### config.mk
export PLATFORM = sky130hd
export DESIGN_NAME = sutf_framer
export DESIGN_NICKNAME = d
export VERILOG_FILES = /design/src/inc/sutf_pkg.sv /design/src/hdl/sutf_framer.sv
export VERILOG_INCLUDE_DIRS = /design/src /design/src/inc
export SDC_FILE = /design/constraint.sdc
export NUM_CORES = 1
export LEC_CHECK = 0
export BUFFER_PORTS_ARGS = -buffer_cell sky130_fd_sc_hd__buf_4
export CAP_MARGIN = 15
export CORE_MARGIN = 3
export CORE_UTILIZATION = 35
export CTS_BUF_LIST = sky130_fd_sc_hd__clkbuf_16
export DETAILED_ROUTE_END_ITERATION = 7
export GPL_ROUTABILITY_DRIVEN = 0
export PLACE_DENSITY_LB_ADDON = 0.2
export SYNTH_ARGS = -nofsm -noshare
export SYNTH_HDL_FRONTEND = slang
export SYNTH_SLANG_ARGS = --single-unit
### constraint.sdc
create_clock -name CLK_SYS_I -period 2.6 [get_ports CLK_SYS_I]
set_input_delay 0.52 -clock CLK_SYS_I [delete_from_list [all_inputs] [get_ports CLK_SYS_I]]
set_output_delay 0.52 -clock CLK_SYS_I [all_outputs]
set_load 0.05 [all_outputs]
### src/inc/sutf_regs.svh
`ifndef SUTF_REGS_SVH
`define SUTF_REGS_SVH

// ==========================================================
// Register offsets
`define SUTF_OFS_CTRL 8'h00
`define SUTF_OFS_PORTS 8'h04
`define SUTF_OFS_STATUS 8'h08
`define SUTF_OFS_SCAN 8'h0c

// ==========================================================
// Control fields and reset values
`define SUTF_CTRL_CMD 0
`define SUTF_CTRL_TRIG 1
`define SUTF_CTRL_ACTDIS 2
`define SUTF_PORT_A_RST 16'h2330
`define SUTF_PORT_B_RST 16'h1602

// ==========================================================
// Status word fields
`define SUTF_ST_ETH 0
`define SUTF_ST_DET 4
`define SUTF_ST_MENU 5
`define SUTF_ST_CMD 6
`define SUTF_ST_ERRM 7
`define SUTF_ST_ACT 8
`define SUTF_ST_WARN 9
`define SUTF_ST_TRIG 10
`define SUTF_ST_CFGM 11
`define SUTF_ST_ERR 13

// ==========================================================
// Telegram constants
`define SUTF_START_WORD 16'hffff
`define SUTF_FILL_WORD 16'h0000
`define SUTF_EVAL_CMD 16'h5354
`define SUTF_DET_TRANS 16'h0000
`define SUTF_ENC_WORD 16'h0000
`define SUTF_TYPE_WORD 16'h0010
`define SUTF_WCNT_ACK 16'h0000
`define SUTF_WCNT_EVAL 16'h0178
`define SUTF_HDR_BYTES 8'd30
`define SUTF_HDR_WORDS 7'd15
`define SUTF_EVAL_WORDS 8'd53
`define SUTF_EVAL_BYTES 8'd136
`define SUTF_RX_CMD_LO 8'd6
`define SUTF_RX_CMD_HI 8'd7
`define SUTF_RX_START_END 8'd4
`define SUTF_RX_MIN_LAST 8'd29

// ==========================================================
// Timing
`define SUTF_MENU_TIMEOUT_MIN 3
`define SUTF_CLK_PERIOD_NS 5

`endif
### src/inc/sutf_pkg.sv
`default_nettype none
package sutf_pkg;

  // Operating state
  typedef enum logic [1:0] {
    SUTF_DET = 2'b00,
    SUTF_MENU = 2'b01,
    SUTF_CMD = 2'b10,
    SUTF_ERR = 2'b11
  } sutf_mode_e;

  // Telegram kind in flight
  typedef enum logic {
    SUTF_EVAL = 1'b0,
    SUTF_ACK = 1'b1
  } sutf_kind_e;

  // Whole state of the framer
  typedef struct packed {
    logic [2:0] ctrl;
    logic [15:0] port_a;
    logic [15:0] port_b;
    logic [31:0] prdata;
    logic pslverr;
    sutf_mode_e mode;
    logic [35:0] menu_cnt;
    logic err;
    logic trig_pend;
    logic ack_pend;
    logic [15:0] ack_cmd;
    logic [7:0] rx_cnt;
    logic rx_ok;
    logic [7:0] rx_lo;
    logic [15:0] rx_cmd;
    logic busy;
    sutf_kind_e kind;
    logic [7:0] idx;
    logic [7:0] len;
    logic [15:0] t_cmd;
    logic [15:0] t_trans;
    logic [15:0] t_stat;
    logic [15:0] pkt;
    logic [15:0] scan;
    logic tx_valid;
    logic tx_last;
    logic [7:0] tx_data;
    logic [7:0] out_idx;
  } sutf_state_s;

endpackage : sutf_pkg
`default_nettype wire

### src/hdl/sutf_framer.sv
// Decided for this implementation: the APB interface to the registers and the register offsets.
`timescale 1ns/100ps
`default_nettype none
`include "sutf_regs.svh"

module sutf_framer #(
  parameter logic [35:0] MENU_TIMEOUT_CYC = 36'(64'(`SUTF_MENU_TIMEOUT_MIN) * 64'd60
    * 64'd1000000000 / 64'(`SUTF_CLK_PERIOD_NS))
) (
  // Clock and reset
  input wire logic CLK_SYS_I,
  input wire logic RSTN_I,
  // APB slave
  input wire logic PSEL_I,
  input wire logic PENABLE_I,
  input wire logic PWRITE_I,
  input wire logic [7:0] PADDR_I,
  input wire logic [31:0] PWDATA_I,
  output logic [31:0] PRDATA_O,
  output logic PREADY_O,
  output logic PSLVERR_O,
  // Received telegram bytes
  input wire logic RX_VALID_I,
  input wire logic [7:0] RX_DATA_I,
  input wire logic RX_LAST_I,
  // Transmitted telegram bytes
  output logic TX_VALID_O,
  output logic [7:0] TX_DATA_O,
  output logic TX_LAST_O,
  input wire logic TX_READY_I,
  // Evaluation user data fetch
  output logic [5:0] EVAL_IDX_O,
  input wire logic [15:0] EVAL_DATA_I,
  // Sensor events and levels
  input wire logic TRIGGER_I,
  input wire logic BUTTON_I,
  input wire logic MENU_EXIT_I,
  input wire logic ETH_LINK_I,
  input wire logic ACT_SRC_I,
  input wire logic WARN_I,
  input wire logic CFG_MEM_I,
  input wire logic ERROR_I,
  // Status and ports
  output logic [15:0] STATUS_O,
  output logic [15:0] UDP_PORT_A_O,
  output logic [15:0] UDP_PORT_B_O
);

  sutf_pkg::sutf_state_s q, d;
  logic [15:0] status;
  logic [15:0] word;
  logic [7:0] byte_sel;
  logic [7:0] didx;
  logic apb_setup;
  logic apb_wr;
  logic start_ack;
  logic start_eval;
  sutf_pkg::sutf_mode_e base_mode;

  // ==========================================================
  // Status word
  always_comb begin
    status = 16'h0000;
    status[`SUTF_ST_ETH] = ETH_LINK_I;
    status[`SUTF_ST_DET] = (q.mode == sutf_pkg::SUTF_DET);
    status[`SUTF_ST_MENU] = (q.mode == sutf_pkg::SUTF_MENU);
    status[`SUTF_ST_CMD] = (q.mode == sutf_pkg::SUTF_CMD);
    status[`SUTF_ST_ERRM] = (q.mode == sutf_pkg::SUTF_ERR);
    status[`SUTF_ST_ACT] = q.ctrl[`SUTF_CTRL_ACTDIS] | ACT_SRC_I;
    status[`SUTF_ST_WARN] = WARN_I;
    status[`SUTF_ST_TRIG] = q.ctrl[`SUTF_CTRL_TRIG];
    status[`SUTF_ST_CFGM] = CFG_MEM_I;
    status[`SUTF_ST_ERR] = q.err;
  end

  // ==========================================================
  // Byte of the telegram at the load index
  always_comb begin
    didx = q.idx - `SUTF_HDR_BYTES;
    EVAL_IDX_O = (q.idx >= `SUTF_HDR_BYTES) ? didx[6:1] : 6'h00;
    unique case (q.idx[7:1])
      7'd0, 7'd1: word = `SUTF_START_WORD;
      7'd3: word = q.t_cmd;
      7'd5: word = q.pkt;
      7'd7: word = q.t_trans;
      7'd8: word = q.t_stat;
      7'd9, 7'd10: word = `SUTF_ENC_WORD;
      7'd12: word = q.scan;
      7'd13: word = `SUTF_TYPE_WORD;
      7'd14: word = (q.kind == sutf_pkg::SUTF_ACK) ? `SUTF_WCNT_ACK : `SUTF_WCNT_EVAL;
      7'd2, 7'd4, 7'd6, 7'd11: word = `SUTF_FILL_WORD;
      default: word = EVAL_DATA_I;
    endcase
    byte_sel = q.idx[0] ? word[15:8] : word[7:0];
  end

  // ==========================================================
  // Next state
  always_comb begin
    d = q;
    apb_setup = PSEL_I & ~PENABLE_I;
    apb_wr = PSEL_I & PENABLE_I & PWRITE_I;
    base_mode = q.ctrl[`SUTF_CTRL_CMD] ? sutf_pkg::SUTF_CMD : sutf_pkg::SUTF_DET;
    start_ack = ~q.busy & ~q.tx_valid & q.ack_pend & (q.mode == sutf_pkg::SUTF_CMD);
    start_eval = ~q.busy & ~q.tx_valid & (q.mode == sutf_pkg::SUTF_DET)
      & (~q.ctrl[`SUTF_CTRL_TRIG] | q.trig_pend);

    // APB read data sampled in the setup cycle
    if (apb_setup) begin
      d.pslverr = 1'b0;
      unique case (PADDR_I)
        `SUTF_OFS_CTRL: d.prdata = {29'h0, q.ctrl};
        `SUTF_OFS_PORTS: d.prdata = {q.port_b, q.port_a};
        `SUTF_OFS_STATUS: d.prdata = {16'h0, status};
        `SUTF_OFS_SCAN: d.prdata = {q.ack_cmd, q.scan};
        default: begin
          d.prdata = 32'h0;
          d.pslverr = 1'b1;
        end
      endcase
    end

    // APB writes take effect in the access cycle
    if (apb_wr && PADDR_I == `SUTF_OFS_CTRL) begin
      d.ctrl = PWDATA_I[2:0];
    end
    if (apb_wr && PADDR_I == `SUTF_OFS_PORTS) begin
      d.port_a = PWDATA_I[15:0];
      d.port_b = PWDATA_I[31:16];
    end

    // Error flag, write one clears, a new error wins
    if (apb_wr && PADDR_I == `SUTF_OFS_STATUS && PWDATA_I[`SUTF_ST_ERR]) begin
      d.err = 1'b0;
    end
    if (ERROR_I) begin
      d.err = 1'b1;
    end

    // Operating mode
    if (BUTTON_I) begin
      d.mode = sutf_pkg::SUTF_MENU;
      d.menu_cnt = 36'h0;
    end else if (q.mode == sutf_pkg::SUTF_MENU) begin
      if (MENU_EXIT_I || q.menu_cnt == MENU_TIMEOUT_CYC - 36'h1) begin
        d.mode = q.err ? sutf_pkg::SUTF_ERR : base_mode;
        d.menu_cnt = 36'h0;
      end else begin
        d.menu_cnt = q.menu_cnt + 36'h1;
      end
    end else if (!q.busy) begin
      d.mode = q.err ? sutf_pkg::SUTF_ERR : base_mode;
    end

    // Trigger latch
    if (start_eval) begin
      d.trig_pend = 1'b0;
    end
    if (TRIGGER_I && q.ctrl[`SUTF_CTRL_TRIG] && q.mode == sutf_pkg::SUTF_DET) begin
      d.trig_pend = 1'b1;
    end

    // Command receiver
    if (start_ack) begin
      d.ack_pend = 1'b0;
    end
    if (RX_VALID_I) begin
      if (q.rx_cnt < `SUTF_RX_START_END && RX_DATA_I != 8'hff) begin
        d.rx_ok = 1'b0;
      end
      if (q.rx_cnt == `SUTF_RX_CMD_LO) begin
        d.rx_lo = RX_DATA_I;
      end
      if (q.rx_cnt == `SUTF_RX_CMD_HI) begin
        d.rx_cmd = {RX_DATA_I, q.rx_lo};
      end
      d.rx_cnt = (q.rx_cnt == 8'hff) ? q.rx_cnt : q.rx_cnt + 8'h01;
      if (RX_LAST_I) begin
        d.rx_cnt = 8'h00;
        d.rx_ok = 1'b1;
        if (q.rx_ok && q.rx_cnt >= `SUTF_RX_MIN_LAST && q.mode == sutf_pkg::SUTF_CMD) begin
          d.ack_pend = 1'b1;
          d.ack_cmd = q.rx_cmd;
        end
      end
    end

    // Telegram start
    if (start_ack || start_eval) begin
      d.busy = 1'b1;
      d.idx = 8'h00;
      d.kind = start_ack ? sutf_pkg::SUTF_ACK : sutf_pkg::SUTF_EVAL;
      d.len = start_ack ? `SUTF_HDR_BYTES : `SUTF_EVAL_BYTES;
      d.t_cmd = start_ack ? q.ack_cmd : `SUTF_EVAL_CMD;
      d.t_trans = start_ack ? q.ack_cmd : `SUTF_DET_TRANS;
      d.t_stat = status;
      d.pkt = q.pkt + 16'h0001;
    end

    // Byte loader
    if (!q.tx_valid || TX_READY_I) begin
      d.tx_valid = 1'b0;
      d.tx_last = 1'b0;
      if (q.busy && q.idx < q.len) begin
        d.tx_valid = 1'b1;
        d.tx_data = byte_sel;
        d.tx_last = (q.idx == q.len - 8'h01);
        d.out_idx = q.idx;
        d.idx = q.idx + 8'h01;
      end else if (q.busy) begin
        d.busy = 1'b0;
        if (q.kind == sutf_pkg::SUTF_EVAL) begin
          d.scan = q.scan + 16'h0001;
        end
      end
    end
  end

  // ==========================================================
  // State register
  always_ff @(posedge CLK_SYS_I or negedge RSTN_I) begin
    if (!RSTN_I) begin
      q <= '0;
      q.port_a <= `SUTF_PORT_A_RST;
      q.port_b <= `SUTF_PORT_B_RST;
      q.rx_ok <= 1'b1;
    end else begin
      q <= d;
    end
  end

  // ==========================================================
  // Outputs
  assign PRDATA_O = q.prdata;
  assign PREADY_O = 1'b1;
  assign PSLVERR_O = q.pslverr & PSEL_I & PENABLE_I;
  assign TX_VALID_O = q.tx_valid;
  assign TX_DATA_O = q.tx_data;
  assign TX_LAST_O = q.tx_last;
  assign STATUS_O = status;
  assign UDP_PORT_A_O = q.port_a;
  assign UDP_PORT_B_O = q.port_b;
endmodule : sutf_framer
`default_nettype wire

==> reports/summary.txt, run 1 <==
================================================================================
Die Footprint                                                         0.0379 mm2
Ordered list of cells on the worst path                             nor3_2 > o31a_1 > nor2_1 > buf_4
Crit path setup slack, layout                                           0.102 ns
Later-pin clock latency in the skew report                               0.54 ns
Layout area overhead                                                       19.4%
Number of design rule violations left after detail routing                     0
Die width                                                                 195 um
Worst min-delay path class                                                in2reg
Final Routed Wirelength                                                35,300 um
HPWL after detailed placement                                          25,800 um
Final Hold Violating Endpoints                                                 0
Layout cells sized above 1                                                 0.293
Number of placed instances, taps included                                  1,732
Number of register bits inferred by synthesis                                245
Initial cell density of the core                                           0.358
Top achievable clock speed                                             0.400 GHz
Worst-path fanout max                                                         11
Cts bufs inserted                                                             28
Crit path launch type                                                  flip-flop
Number of levels the H-tree was split into                                     1
Clock root buffer                                                   sky130_fd_sc_hd__clkbuf_16
Vias after detailed routing                                                9,606
CTS sink cnt                                                                 245
Antenna Cells                                                                  0
Pre-CTS WS                                                              0.201 ns
Yosys Warn Count                                                               0
Master of the slowest instance on the critical path                 sky130_fd_sc_hd__dfrtp_1
Pwr Total                                                                10.2 mW
Antenna Violating Nets Remaining                                               0
Design Area, Final                                                    0.0149 mm2
Nets                                                                       1,412
Cell taking the most area after synthesis                           sky130_fd_sc_hd__dfrtp_1
Number of enable-type register cells in the synthesized netlist                0
Final critical-path required period                                      2.50 ns
TritonCTS clock tree                                                         yes
Pins over their slew limit                                                     0
Vias in the first global route                                             9,511
Total of max-cap violations                                                    0
DR WL/cell                                                               19.8 um
Type of the worst setup path                                             reg2out
Crit share post-route                                                      0.961
Post-placement cell area                                              0.0139 mm2
Worst-case clock skew                                                  0.0108 ns
Relative slew margins                                                      0.454
Global route total overflow                                                    0
Sum of negative setup slack                                                 0 ns
First-pass iteration count of the detailed router                              6
Largest cells by area after synthesis                               sky130_fd_sc_hd__dfrtp_1, sky130_fd_sc_hd__mux2_2, sky130_fd_sc_hd__buf_4, sky130_fd_sc_hd__nand2_1, sky130_fd_sc_hd__xnor2_1
Result of the run                                                   finished, final reports clean
FP Rows                                                                       68
Number of port buffers                                                       170
Number of antenna violations at the first check in global routing              0
CTS clock-pin slew for the worst setup and hold paths                    0.06 ns
Cell area power density                                               683 mW/mm2
Largest incremental delay on the critical path                           0.52 ns
Finish-stage setup viols                                                       0
CTS Buffer Depth                                                               3
Actual transition at the worst max-transition pin                       0.817 ns
Static leakage                                                           6.93 nW
Mapped Cells                                                               1,202
WHS                                                                     0.171 ns
Arrival time at the worst endpoint                                       1.98 ns
Element type at the critical path end                                 output pin
Peak supply drop                                                        0.636 mV
Async SR Flop Fraction                                                      1.00
Number of I/O pins                                                           178
Drt via density                                                             5.37
Summed instance area of the synthesized netlist                       0.0125 mm2
Core Util, Final                                                           0.428
Global-route wire length before repair                                 55,900 um
Unique cell type count in the Yosys netlist                                   73
Most common flop cell mapped by yosys                               sky130_fd_sc_hd__dfrtp_1
Fraction of the yosys area taken by sequential cells                       0.493
Non-filler instance count after layout                                     1,789
Die height                                                                195 um
Placeable core region                                                 0.0348 mm2
Area share of the leading cell type in the synthesized netlist             0.472
All-Layer GR Usage                                                         0.182
Largest net degree at the start of global routing                             65
Number of DRC violations after detailed-routing iteration 0                  701
Worst path required time                                                 2.08 ns
Average instance area after synthesis                                   10.4 um2
================================================================================
flip-flops by register name, indices dropped and copies added (netlist names):
name,flops
PRDATA_O,32
STATUS_O,2
TX_DATA_O,8
TX_LAST_O,1
TX_VALID_O,1
UDP_PORT_A_O,16
UDP_PORT_B_O,16
q,169
synthesized netlist by cell type (all sizes together) (11+ instances only):
library cell	number
a21oi	26
buf	102
clkbuf	52
o21ai	54
nand2	129
and3	22
nand4	25
a22oi	39
mux2	89
dfrtp	235
ha	20
a31oi	32
xnor2	34
nand3	48
and2	11
nor2	64
inv	20
a22o	21
nor3	12
kinds of logic (layout without fill, tap and decap cells):
family / Yosys count / in the layout / share of synthesized area
adders and majority gates: 20 / 20 / 0.0201
buffers and inverters: 174 / 301 / 0.0794
and+or+nand+nor: 371 / 371 / 0.148
muxes: 99 / 99 / 0.0895
xor gates and xnor gates: 42 / 42 / 0.0295
AOI/OAI and AO/OA: 249 / 249 / 0.140
DFF: 245 / 245 / 0.493
other: 2 / 7 / 0.000603
worst max-delay path: cells and delay by family, from the launching register on:
kind | cells | cell delay, ns
flops | 1 | 0.52
simple gates | 2 | 0.41
compound gates | 1 | 0.33
buf+inv | 1 | 0.19
layer usage:
layer	up-vias	share of wire	global-route usage
met5	-	0	0
met4	0	0.024	0.0423
met3	57	0.051	0.0250
met2	275	0.47	0.295
met1	4772	0.45	0.259
li1	4502	-	-
power by group:
group | switching (mW) | internal (mW) | total, mW
sequential | 0.209 | 4.04 | 4.24
clock | 1.56 | 2.30 | 3.86
combinational | 1.25 | 0.807 | 2.05
layout by cell type (no fill, tap or decap), types with 27 or more instances in the layout:
cell type | Yosys | final
sky130_fd_sc_hd__dfrtp_1 | 235 | 232
sky130_fd_sc_hd__buf_4 | 85 | 220
sky130_fd_sc_hd__nand2_1 | 129 | 128
sky130_fd_sc_hd__mux2_2 | 89 | 89
sky130_fd_sc_hd__nor2_1 | 63 | 61
sky130_fd_sc_hd__o21ai_0 | 51 | 51
sky130_fd_sc_hd__nand3_1 | 48 | 48
sky130_fd_sc_hd__a22oi_1 | 39 | 39
sky130_fd_sc_hd__xnor2_1 | 34 | 34
sky130_fd_sc_hd__a31oi_1 | 32 | 32
sky130_fd_sc_hd__clkbuf_16 | 0 | 29
sky130_fd_sc_hd__inv_1 | 20 | 27
cell type report:
| class | instances | area, um2 |
|---|---|---|
| Clock buffer | 29 | 726 |
| Fill cell | 3308 | 19900 |
| Sequential cell | 245 | 6150 |
| Inverter | 20 | 75.1 |
| Clock inverter | 23 | 179 |
| Multi-Input combinational cell | 788 | 5390 |
| Timing Repair Buffer | 229 | 1800 |
| Tap cell | 455 | 569 |
worst paths after layout:
check / startpoint / endpoint / slack, ns / cells after the start
setup / recovery: q[112]$_DFF_PN0_ / EVAL_IDX_O[2] / 0.10 / 4
hold / removal: ERROR_I / STATUS_O[13]$_DFFE_PN0P_ / 0.17 / 2
setup reg to reg: q[168]$_DFFE_PN0P_ / q[172]$_DFFE_PN0P_ / 0.22 / 8
hold reg to reg: q[192]$_DFFE_PN0P_ / q[192]$_DFFE_PN0P_ / 0.47 / 1
max in group asynchronous: RSTN_I / UDP_PORT_B_O[1]$_DFFE_PN1P_ / 1.32 / 3
min in group asynchronous: RSTN_I / TX_DATA_O[3]$_DFFE_PN0P_ / 0.54 / 2
repair_timing:
action,CTS,global route
hold endpoints to repair,60,0
resized for setup,1,10
hold buffers,1,0
setup endpoints to repair,6,7
buffers inserted,0,4
Power figures use the tool's default switching activity.
==> inputs of run 2 (changes only) <==
Settings changed: ABC_AREA from default to 1.
==> run 2 against run 1 <==
Net effect:
- sequential share of layout area is 3.1 points lower
- design area increased by 8.2%
- largest cell class unchanged
- largest power group unchanged
- register-to-register slack improved by 0.13 ns
- clock power up 9.1%
- first-iteration DRC count grew 8.7%
- via count increased by 22%
==> reports/summary.txt, run 2 <==
==================================================================================
Worst-case clock skew                                                    0.0190 ns
Arrival time at the worst endpoint                                         2.03 ns
Layout area overhead                                                         17.3%
Most frequent cells in the layout                                     sky130_fd_sc_hd__nand2_1, sky130_fd_sc_hd__dfrtp_1, sky130_fd_sc_hd__inv_1
Number of enable-type register cells in the synthesized netlist                  0
Area taken by flip-flops and latches                                   0.00615 mm2
Later-pin clock latency in the skew report                                 0.56 ns
Number of levels the H-tree was split into                                       1
Result of the run                                                     finished, final reports clean
Area occupied by multi-input gates                                     0.00587 mm2
Layout cells sized above 1                                                   0.183
Drt via density                                                               4.82
Clock root buffer                                                     sky130_fd_sc_hd__clkbuf_16
TritonCTS clock tree                                                           yes
Final Hold Violating Endpoints                                                   0
Global-route wire length before repair                                   62,200 um
Register with the most flip-flops                                                q
Flip-flop count of the largest register, all copies and words added            169
Async SR Flop Fraction                                                        1.00
Total of max-cap violations                                                      0
Mapped Cells                                                                 1,782
Post-placement cell area                                                0.0150 mm2
Crit share post-route                                                        0.979
Nets                                                                         1,992
Finish-stage setup viols                                                         0
Vias in the first global route                                              11,300
Static leakage                                                             8.09 nW
Antenna Cells                                                                    0
Initial cell density of the core                                             0.360
Final Routed Wirelength                                                  39,800 um
Area share of the leading cell type in the synthesized netlist               0.428
Placeable core region                                                   0.0382 mm2
Die width                                                                   204 um
Pins over their slew limit                                                       0
CTS sink cnt                                                                   245
Unique cell type count in the Yosys netlist                                     47
HPWL after detailed placement                                            29,500 um
Number of antenna violations at the first check in global routing                1
Summed instance area of the synthesized netlist                         0.0137 mm2
Peak supply drop                                                          0.478 mV
Most frequent cells after synthesis                                   sky130_fd_sc_hd__nand2_1, sky130_fd_sc_hd__dfrtp_1, sky130_fd_sc_hd__inv_1, sky130_fd_sc_hd__nor2_1, sky130_fd_sc_hd__nand3_1
Worst-path fanout max                                                            6
Die Footprint                                                           0.0417 mm2
Relative slew margins                                                        0.530
FP Rows                                                                         71
Vias after detailed routing                                                 11,700
Actual transition at the worst max-transition pin                         0.704 ns
CTS Buffer Depth                                                                 3
Average instance area after synthesis                                     7.71 um2
Final critical-path required period                                        2.55 ns
Number of design rule violations left after detail routing                       0
Element type at the critical path end                                   output pin
Largest net degree at the start of global routing                               58
Number of DRC violations after detailed-routing iteration 0                    762
All-Layer GR Usage                                                           0.186
First-pass iteration count of the detailed router                                5
Number of I/O pins                                                             178
DR WL/cell                                                                 16.4 um
CTS clock-pin slew for the worst setup and hold paths                      0.06 ns
Crit path launch type                                                    flip-flop
Die height                                                                  204 um
Cell area power density                                                 831 mW/mm2
Cell taking the most area after synthesis                             sky130_fd_sc_hd__dfrtp_1
Type of the worst setup path                                               reg2out
Top achievable clock speed                                               0.393 GHz
Worst path required time                                                   2.08 ns
Number of port buffers                                                         170
Fraction of the yosys area taken by sequential cells                         0.447
RSZ-0062 raised after global routing                                           yes
Commonest non-fill, non-tap cell in the layout                        sky130_fd_sc_hd__nand2_1
Pwr Total                                                                  13.4 mW
Worst min-delay path class                                                  in2reg
Most common flop cell mapped by yosys                                 sky130_fd_sc_hd__dfrtp_1
Number of register bits inferred by synthesis                                  245
Most frequent cell after synthesis                                    sky130_fd_sc_hd__nand2_1
Antenna Violating Nets Remaining                                                 0
Filler instances                                                             3,968
Largest cells by area after synthesis                                 sky130_fd_sc_hd__dfrtp_1, sky130_fd_sc_hd__nand2_1, sky130_fd_sc_hd__inv_1, sky130_fd_sc_hd__buf_4, sky130_fd_sc_hd__nor2_1
Global route total overflow                                                      0
Design Area, Final                                                      0.0161 mm2
Yosys Warn Count                                                                 0
Cts bufs inserted                                                               30
==================================================================================
## run 2: layout make-up
class | instances | area share
flip-flops and latches | 245 | 0.382
multi-input cells | 1181 | 0.364
repair buffers | 206 | 0.100
inverters | 228 | 0.0531
clock buffers | 31 | 0.0482
well taps | 511 | 0.0397
clock inverters | 24 | 0.0130
## run 2: what timing repair did
item	4_1_cts	5_1_grt
pin swaps	1	0
endpoints found under the setup margin	6	6
hold endpoints to repair	44	0
resized for setup	6	8
buffers inserted	3	1
hold buffers	1	0
## run 2: path summary, 6_finish.rpt
check	start	cells past startpoint	end	slack, ns
min in group asynchronous	RSTN_I	2	q[200]$_DFFE_PN0P_	0.48
setup reg to reg	q[102]$_DFFE_PN0P_	11	q[110]$_DFF_PN0_	0.35
setup / recovery	q[107]$_DFF_PN0_	6	EVAL_IDX_O[1]	0.05
hold / removal	ERROR_I	2	STATUS_O[13]$_DFFE_PN0P_	0.17
max in group asynchronous	RSTN_I	3	UDP_PORT_A_O[9]$_DFFE_PN1P_	1.28
hold reg to reg	q[140]$_DFFE_PN1P_	2	q[140]$_DFFE_PN1P_	0.47
## run 2: logic make-up (layout without fill, tap and decap cells)
logic type                 Yosys count  after routing  share of synthesized area
other                                2              7                   0.000547
xor gates and xnor gates            41             41                     0.0261
adders and majority gates           20             20                     0.0182
buffers and inverters              361            489                      0.129
muxes                               16             16                     0.0131
and+or+nand+nor                    864            864                      0.269
DFF                                245            245                      0.447
AOI/OAI and AO/OA                  233            233                     0.0969
## run 2: critical path, stage by stage, from the launching register on
cell and delay (ns):
sky130_fd_sc_hd__dfrtp_2 0.45, sky130_fd_sc_hd__ha_1 0.21, sky130_fd_sc_hd__or2_4 0.24, sky130_fd_sc_hd__a31oi_4 0.21, sky130_fd_sc_hd__buf_4 0.15, sky130_fd_sc_hd__nor2_1 0.03
sky130_fd_sc_hd__buf_4 0.18
## run 2: per-layer routing
metal	vias to the layer above	share of wire	track usage
li1	5796	-	-
met1	5534	0.48	0.272
met2	311	0.44	0.287
met3	59	0.052	0.0282
met4	0	0.027	0.0511
met5	-	0	0
## run 2: per-stage QoR
stage / setup TNS, ns / utilization / hold slack, ns / setup WS, ns / std cells
floorplan: 0 / - / 0.224 / 0.0606 / 1787
global placement: 0 / 0.394 / 0.454 / 0.395 / 2366
detailed placement: 0 / 0.394 / 0.461 / 0.352 / 2366
CTS: 0 / 0.421 / 0.136 / 0.0318 / 2425
global route: -0.0109 / 0.422 / 0.153 / -0.00783 / 2426
finish: 0 / 0.422 / 0.166 / 0.0542 / 2426
## run 2: power breakdown
| group | switching, mW | leakage, nW | internal (mW) |
|---|---|---|---|
| sequential | 0.495 | 3.09 | 4.38 |
| combinational | 2.94 | 4.51 | 1.36 |
| clock | 1.67 | 0.494 | 2.54 |
| total | 5.11 | 8.09 | 8.28 |
==> inputs of run 3 (changes only) <==
Settings changed: BUFFER_PORTS_ARGS -buffer_cell sky130_fd_sc_hd__buf_4 to -buffer_cell sky130_fd_sc_hd__buf_2, PLACE_DENSITY_LB_ADDON 0.2 to 0.15.
==> run 3 against run 2 <==
Net effect:
- design area is 1.5% lower
- utilization is 0.64 points lower
- count of clock-buffer cells in the layout is 1 lower
- wire length is 0.78% higher
- first-iteration DRC count is 5.5% higher
- total power is 3.6% higher
- worst setup slack better by 0.033 ns
- clock power is 11% higher
- sequential share of layout area is 0.58 points higher
- critical path depth stayed put
- flip-flop and latch count stayed put
- global-route usage is 0.54 points higher
==> reports/summary.txt, run 3 (same netlist as run 2, synthesis figures left out) <==
==================================================================================
CTS Buffer Depth                                                                 3
Cell area power density                                                 874 mW/mm2
Static leakage                                                             8.07 nW
Die height                                                                  204 um
Crit share post-route                                                        0.966
Register with the most flip-flops                                                q
Post-placement cell area                                                0.0147 mm2
Number of design rule violations left after detail routing                       0
Result of the run                                                     finished, final reports clean
Commonest non-fill, non-tap cell in the layout                        sky130_fd_sc_hd__nand2_1
Global-route wire length before repair                                   63,800 um
Number of port buffers                                                         170
Pwr Total                                                                  13.9 mW
Worst path required time                                                   2.08 ns
CTS clock-pin slew for the worst setup and hold paths                      0.06 ns
Finish-stage setup viols                                                         0
Antenna Cells                                                                    0
Later-pin clock latency in the skew report                                 0.57 ns
Vias after detailed routing                                                 11,700
Drt via density                                                               4.80
Layout cells sized above 1                                                   0.189
Filler instances                                                             3,985
Largest net degree at the start of global routing                               61
Total of max-cap violations                                                      0
Antenna Violating Nets Remaining                                                 0
Pins over their slew limit                                                       0
Worst-path fanout max                                                            8
Type of the worst setup path                                               reg2out
Clock root buffer                                                     sky130_fd_sc_hd__clkbuf_16
Met3 Use GR                                                                 0.0266
Flip-flop count of the largest register, all copies and words added            169
Final critical-path required period                                        2.51 ns
Die width                                                                   204 um
Global Route met1 Usage                                                      0.283
Cts bufs inserted                                                               30
Crit path launch type                                                    flip-flop
Vias in the first global route                                              11,400
Final Routed Wirelength                                                  40,200 um
Capturing point of the worst reg2reg path                             TX_DATA_O[3]$_DFFE_PN0P_
Met2 usage in global routing                                                 0.298
DR WL/cell                                                                 16.5 um
Top achievable clock speed                                               0.398 GHz
HPWL after detailed placement                                            29,700 um
Nets                                                                         1,995
Number of antenna violations at the first check in global routing                0
FP Rows                                                                         71
Layout area overhead                                                         15.5%
Worst-case clock skew                                                    0.0108 ns
Number of levels the H-tree was split into                                       1
Peak supply drop                                                          0.511 mV
R2R Path Start                                                        q[107]$_DFF_PN0_
First-pass iteration count of the detailed router                                5
Critical Path End                                                     EVAL_IDX_O[5]
CTS sink cnt                                                                   245
Critical Path Start                                                   q[112]$_DFF_PN0_
Relative slew margins                                                        0.513
RSZ-0062 raised after global routing                                           yes
Most frequent cells in the layout                                     sky130_fd_sc_hd__nand2_1, sky130_fd_sc_hd__dfrtp_1, sky130_fd_sc_hd__inv_1
All-Layer GR Usage                                                           0.191
Number of I/O pins                                                             178
Initial cell density of the core                                             0.360
Arrival time at the worst endpoint                                         1.99 ns
Highest-utilization routing layer at the global route stage                   met2
TritonCTS clock tree                                                           yes
Die Footprint                                                           0.0417 mm2
Depth of the worst register-to-register path                                    14
Design Area, Final                                                      0.0159 mm2
Placeable core region                                                   0.0382 mm2
Worst min-delay path class                                                  in2reg
Element type at the critical path end                                   output pin
Final Hold Violating Endpoints                                                   0
Minimum setup slack among reg-to-reg paths                                 0.36 ns
Number of DRC violations after detailed-routing iteration 0                    804
Actual transition at the worst max-transition pin                         0.730 ns
Global route total overflow                                                      0
==================================================================================
-- run 3: critical path, stage by stage, from the launching register on --
cell                      delay [ns]
sky130_fd_sc_hd__dfrtp_1        0.48
sky130_fd_sc_hd__nor2_1         0.11
sky130_fd_sc_hd__nand2_2        0.18
sky130_fd_sc_hd__a31oi_4        0.06
sky130_fd_sc_hd__buf_4          0.16
sky130_fd_sc_hd__nor3_2         0.24
sky130_fd_sc_hd__buf_6          0.20
-- run 3: cell type report --
type	instances	area, um2	share of cell area
tap	511	639	0.0403
clock buffer	30	751	0.0473
timing repair buffer	209	1240	0.0782
sequential	245	6150	0.387
clock inverter	26	357	0.0225
multi-input combinational	1181	5870	0.370
inverter	228	857	0.0540
-- run 3: metrics by stage --
| step | setup TNS, ns | cells | hold WS, ns | util | worst slack [ns] |
|---|---|---|---|---|---|
| finish | 0 | 2430 | 0.154 | 0.415 | 0.0876 |
| detailed placement | 0 | 2368 | 0.456 | 0.384 | 0.354 |
| CTS | 0 | 2429 | 0.130 | 0.415 | 0.0295 |
| global placement | 0 | 2368 | 0.452 | 0.384 | 0.365 |
| global route | -0.0637 | 2430 | 0.142 | 0.415 | -0.0404 |
| floorplan | 0 | 1787 | 0.224 | - | 0.0606 |
-- run 3: routing by layer --
metal	wire length [um]	vias up
met2	18000	316
met4	771	0
met3	2230	54
li1	-	5809
met5	0	-
met1	19200	5492
-- run 3: how the worst min path moves through the flow --
stage	to	slack, ns	depth (start not counted)	from
floorplan	PRDATA_O[0]$_DFFE_PN0P_	0.22	0	RSTN_I
global placement	q[140]$_DFFE_PN1P_	0.45	2	q[140]$_DFFE_PN1P_
detailed placement	q[140]$_DFFE_PN1P_	0.46	2	q[140]$_DFFE_PN1P_
CTS	STATUS_O[13]$_DFFE_PN0P_	0.13	2	ERROR_I
global route	STATUS_O[13]$_DFFE_PN0P_	0.14	2	ERROR_I
finish	STATUS_O[13]$_DFFE_PN0P_	0.15	2	ERROR_I
-- run 3: what timing repair did --
action / 4_1_cts / 5_1_grt
pin swaps: 1 / 2
cloned: 0 / 0
buffers inserted: 4 / 1
hold buffers: 1 / 0
hold endpoints to repair: 54 / 0
resized for setup: 14 / 5
endpoints found under the setup margin: 6 / 4
-- run 3: power breakdown --
group          switching [mW]  internal, mW
registers               0.528          4.37
clock network            1.77          2.91
logic                    2.99          1.30
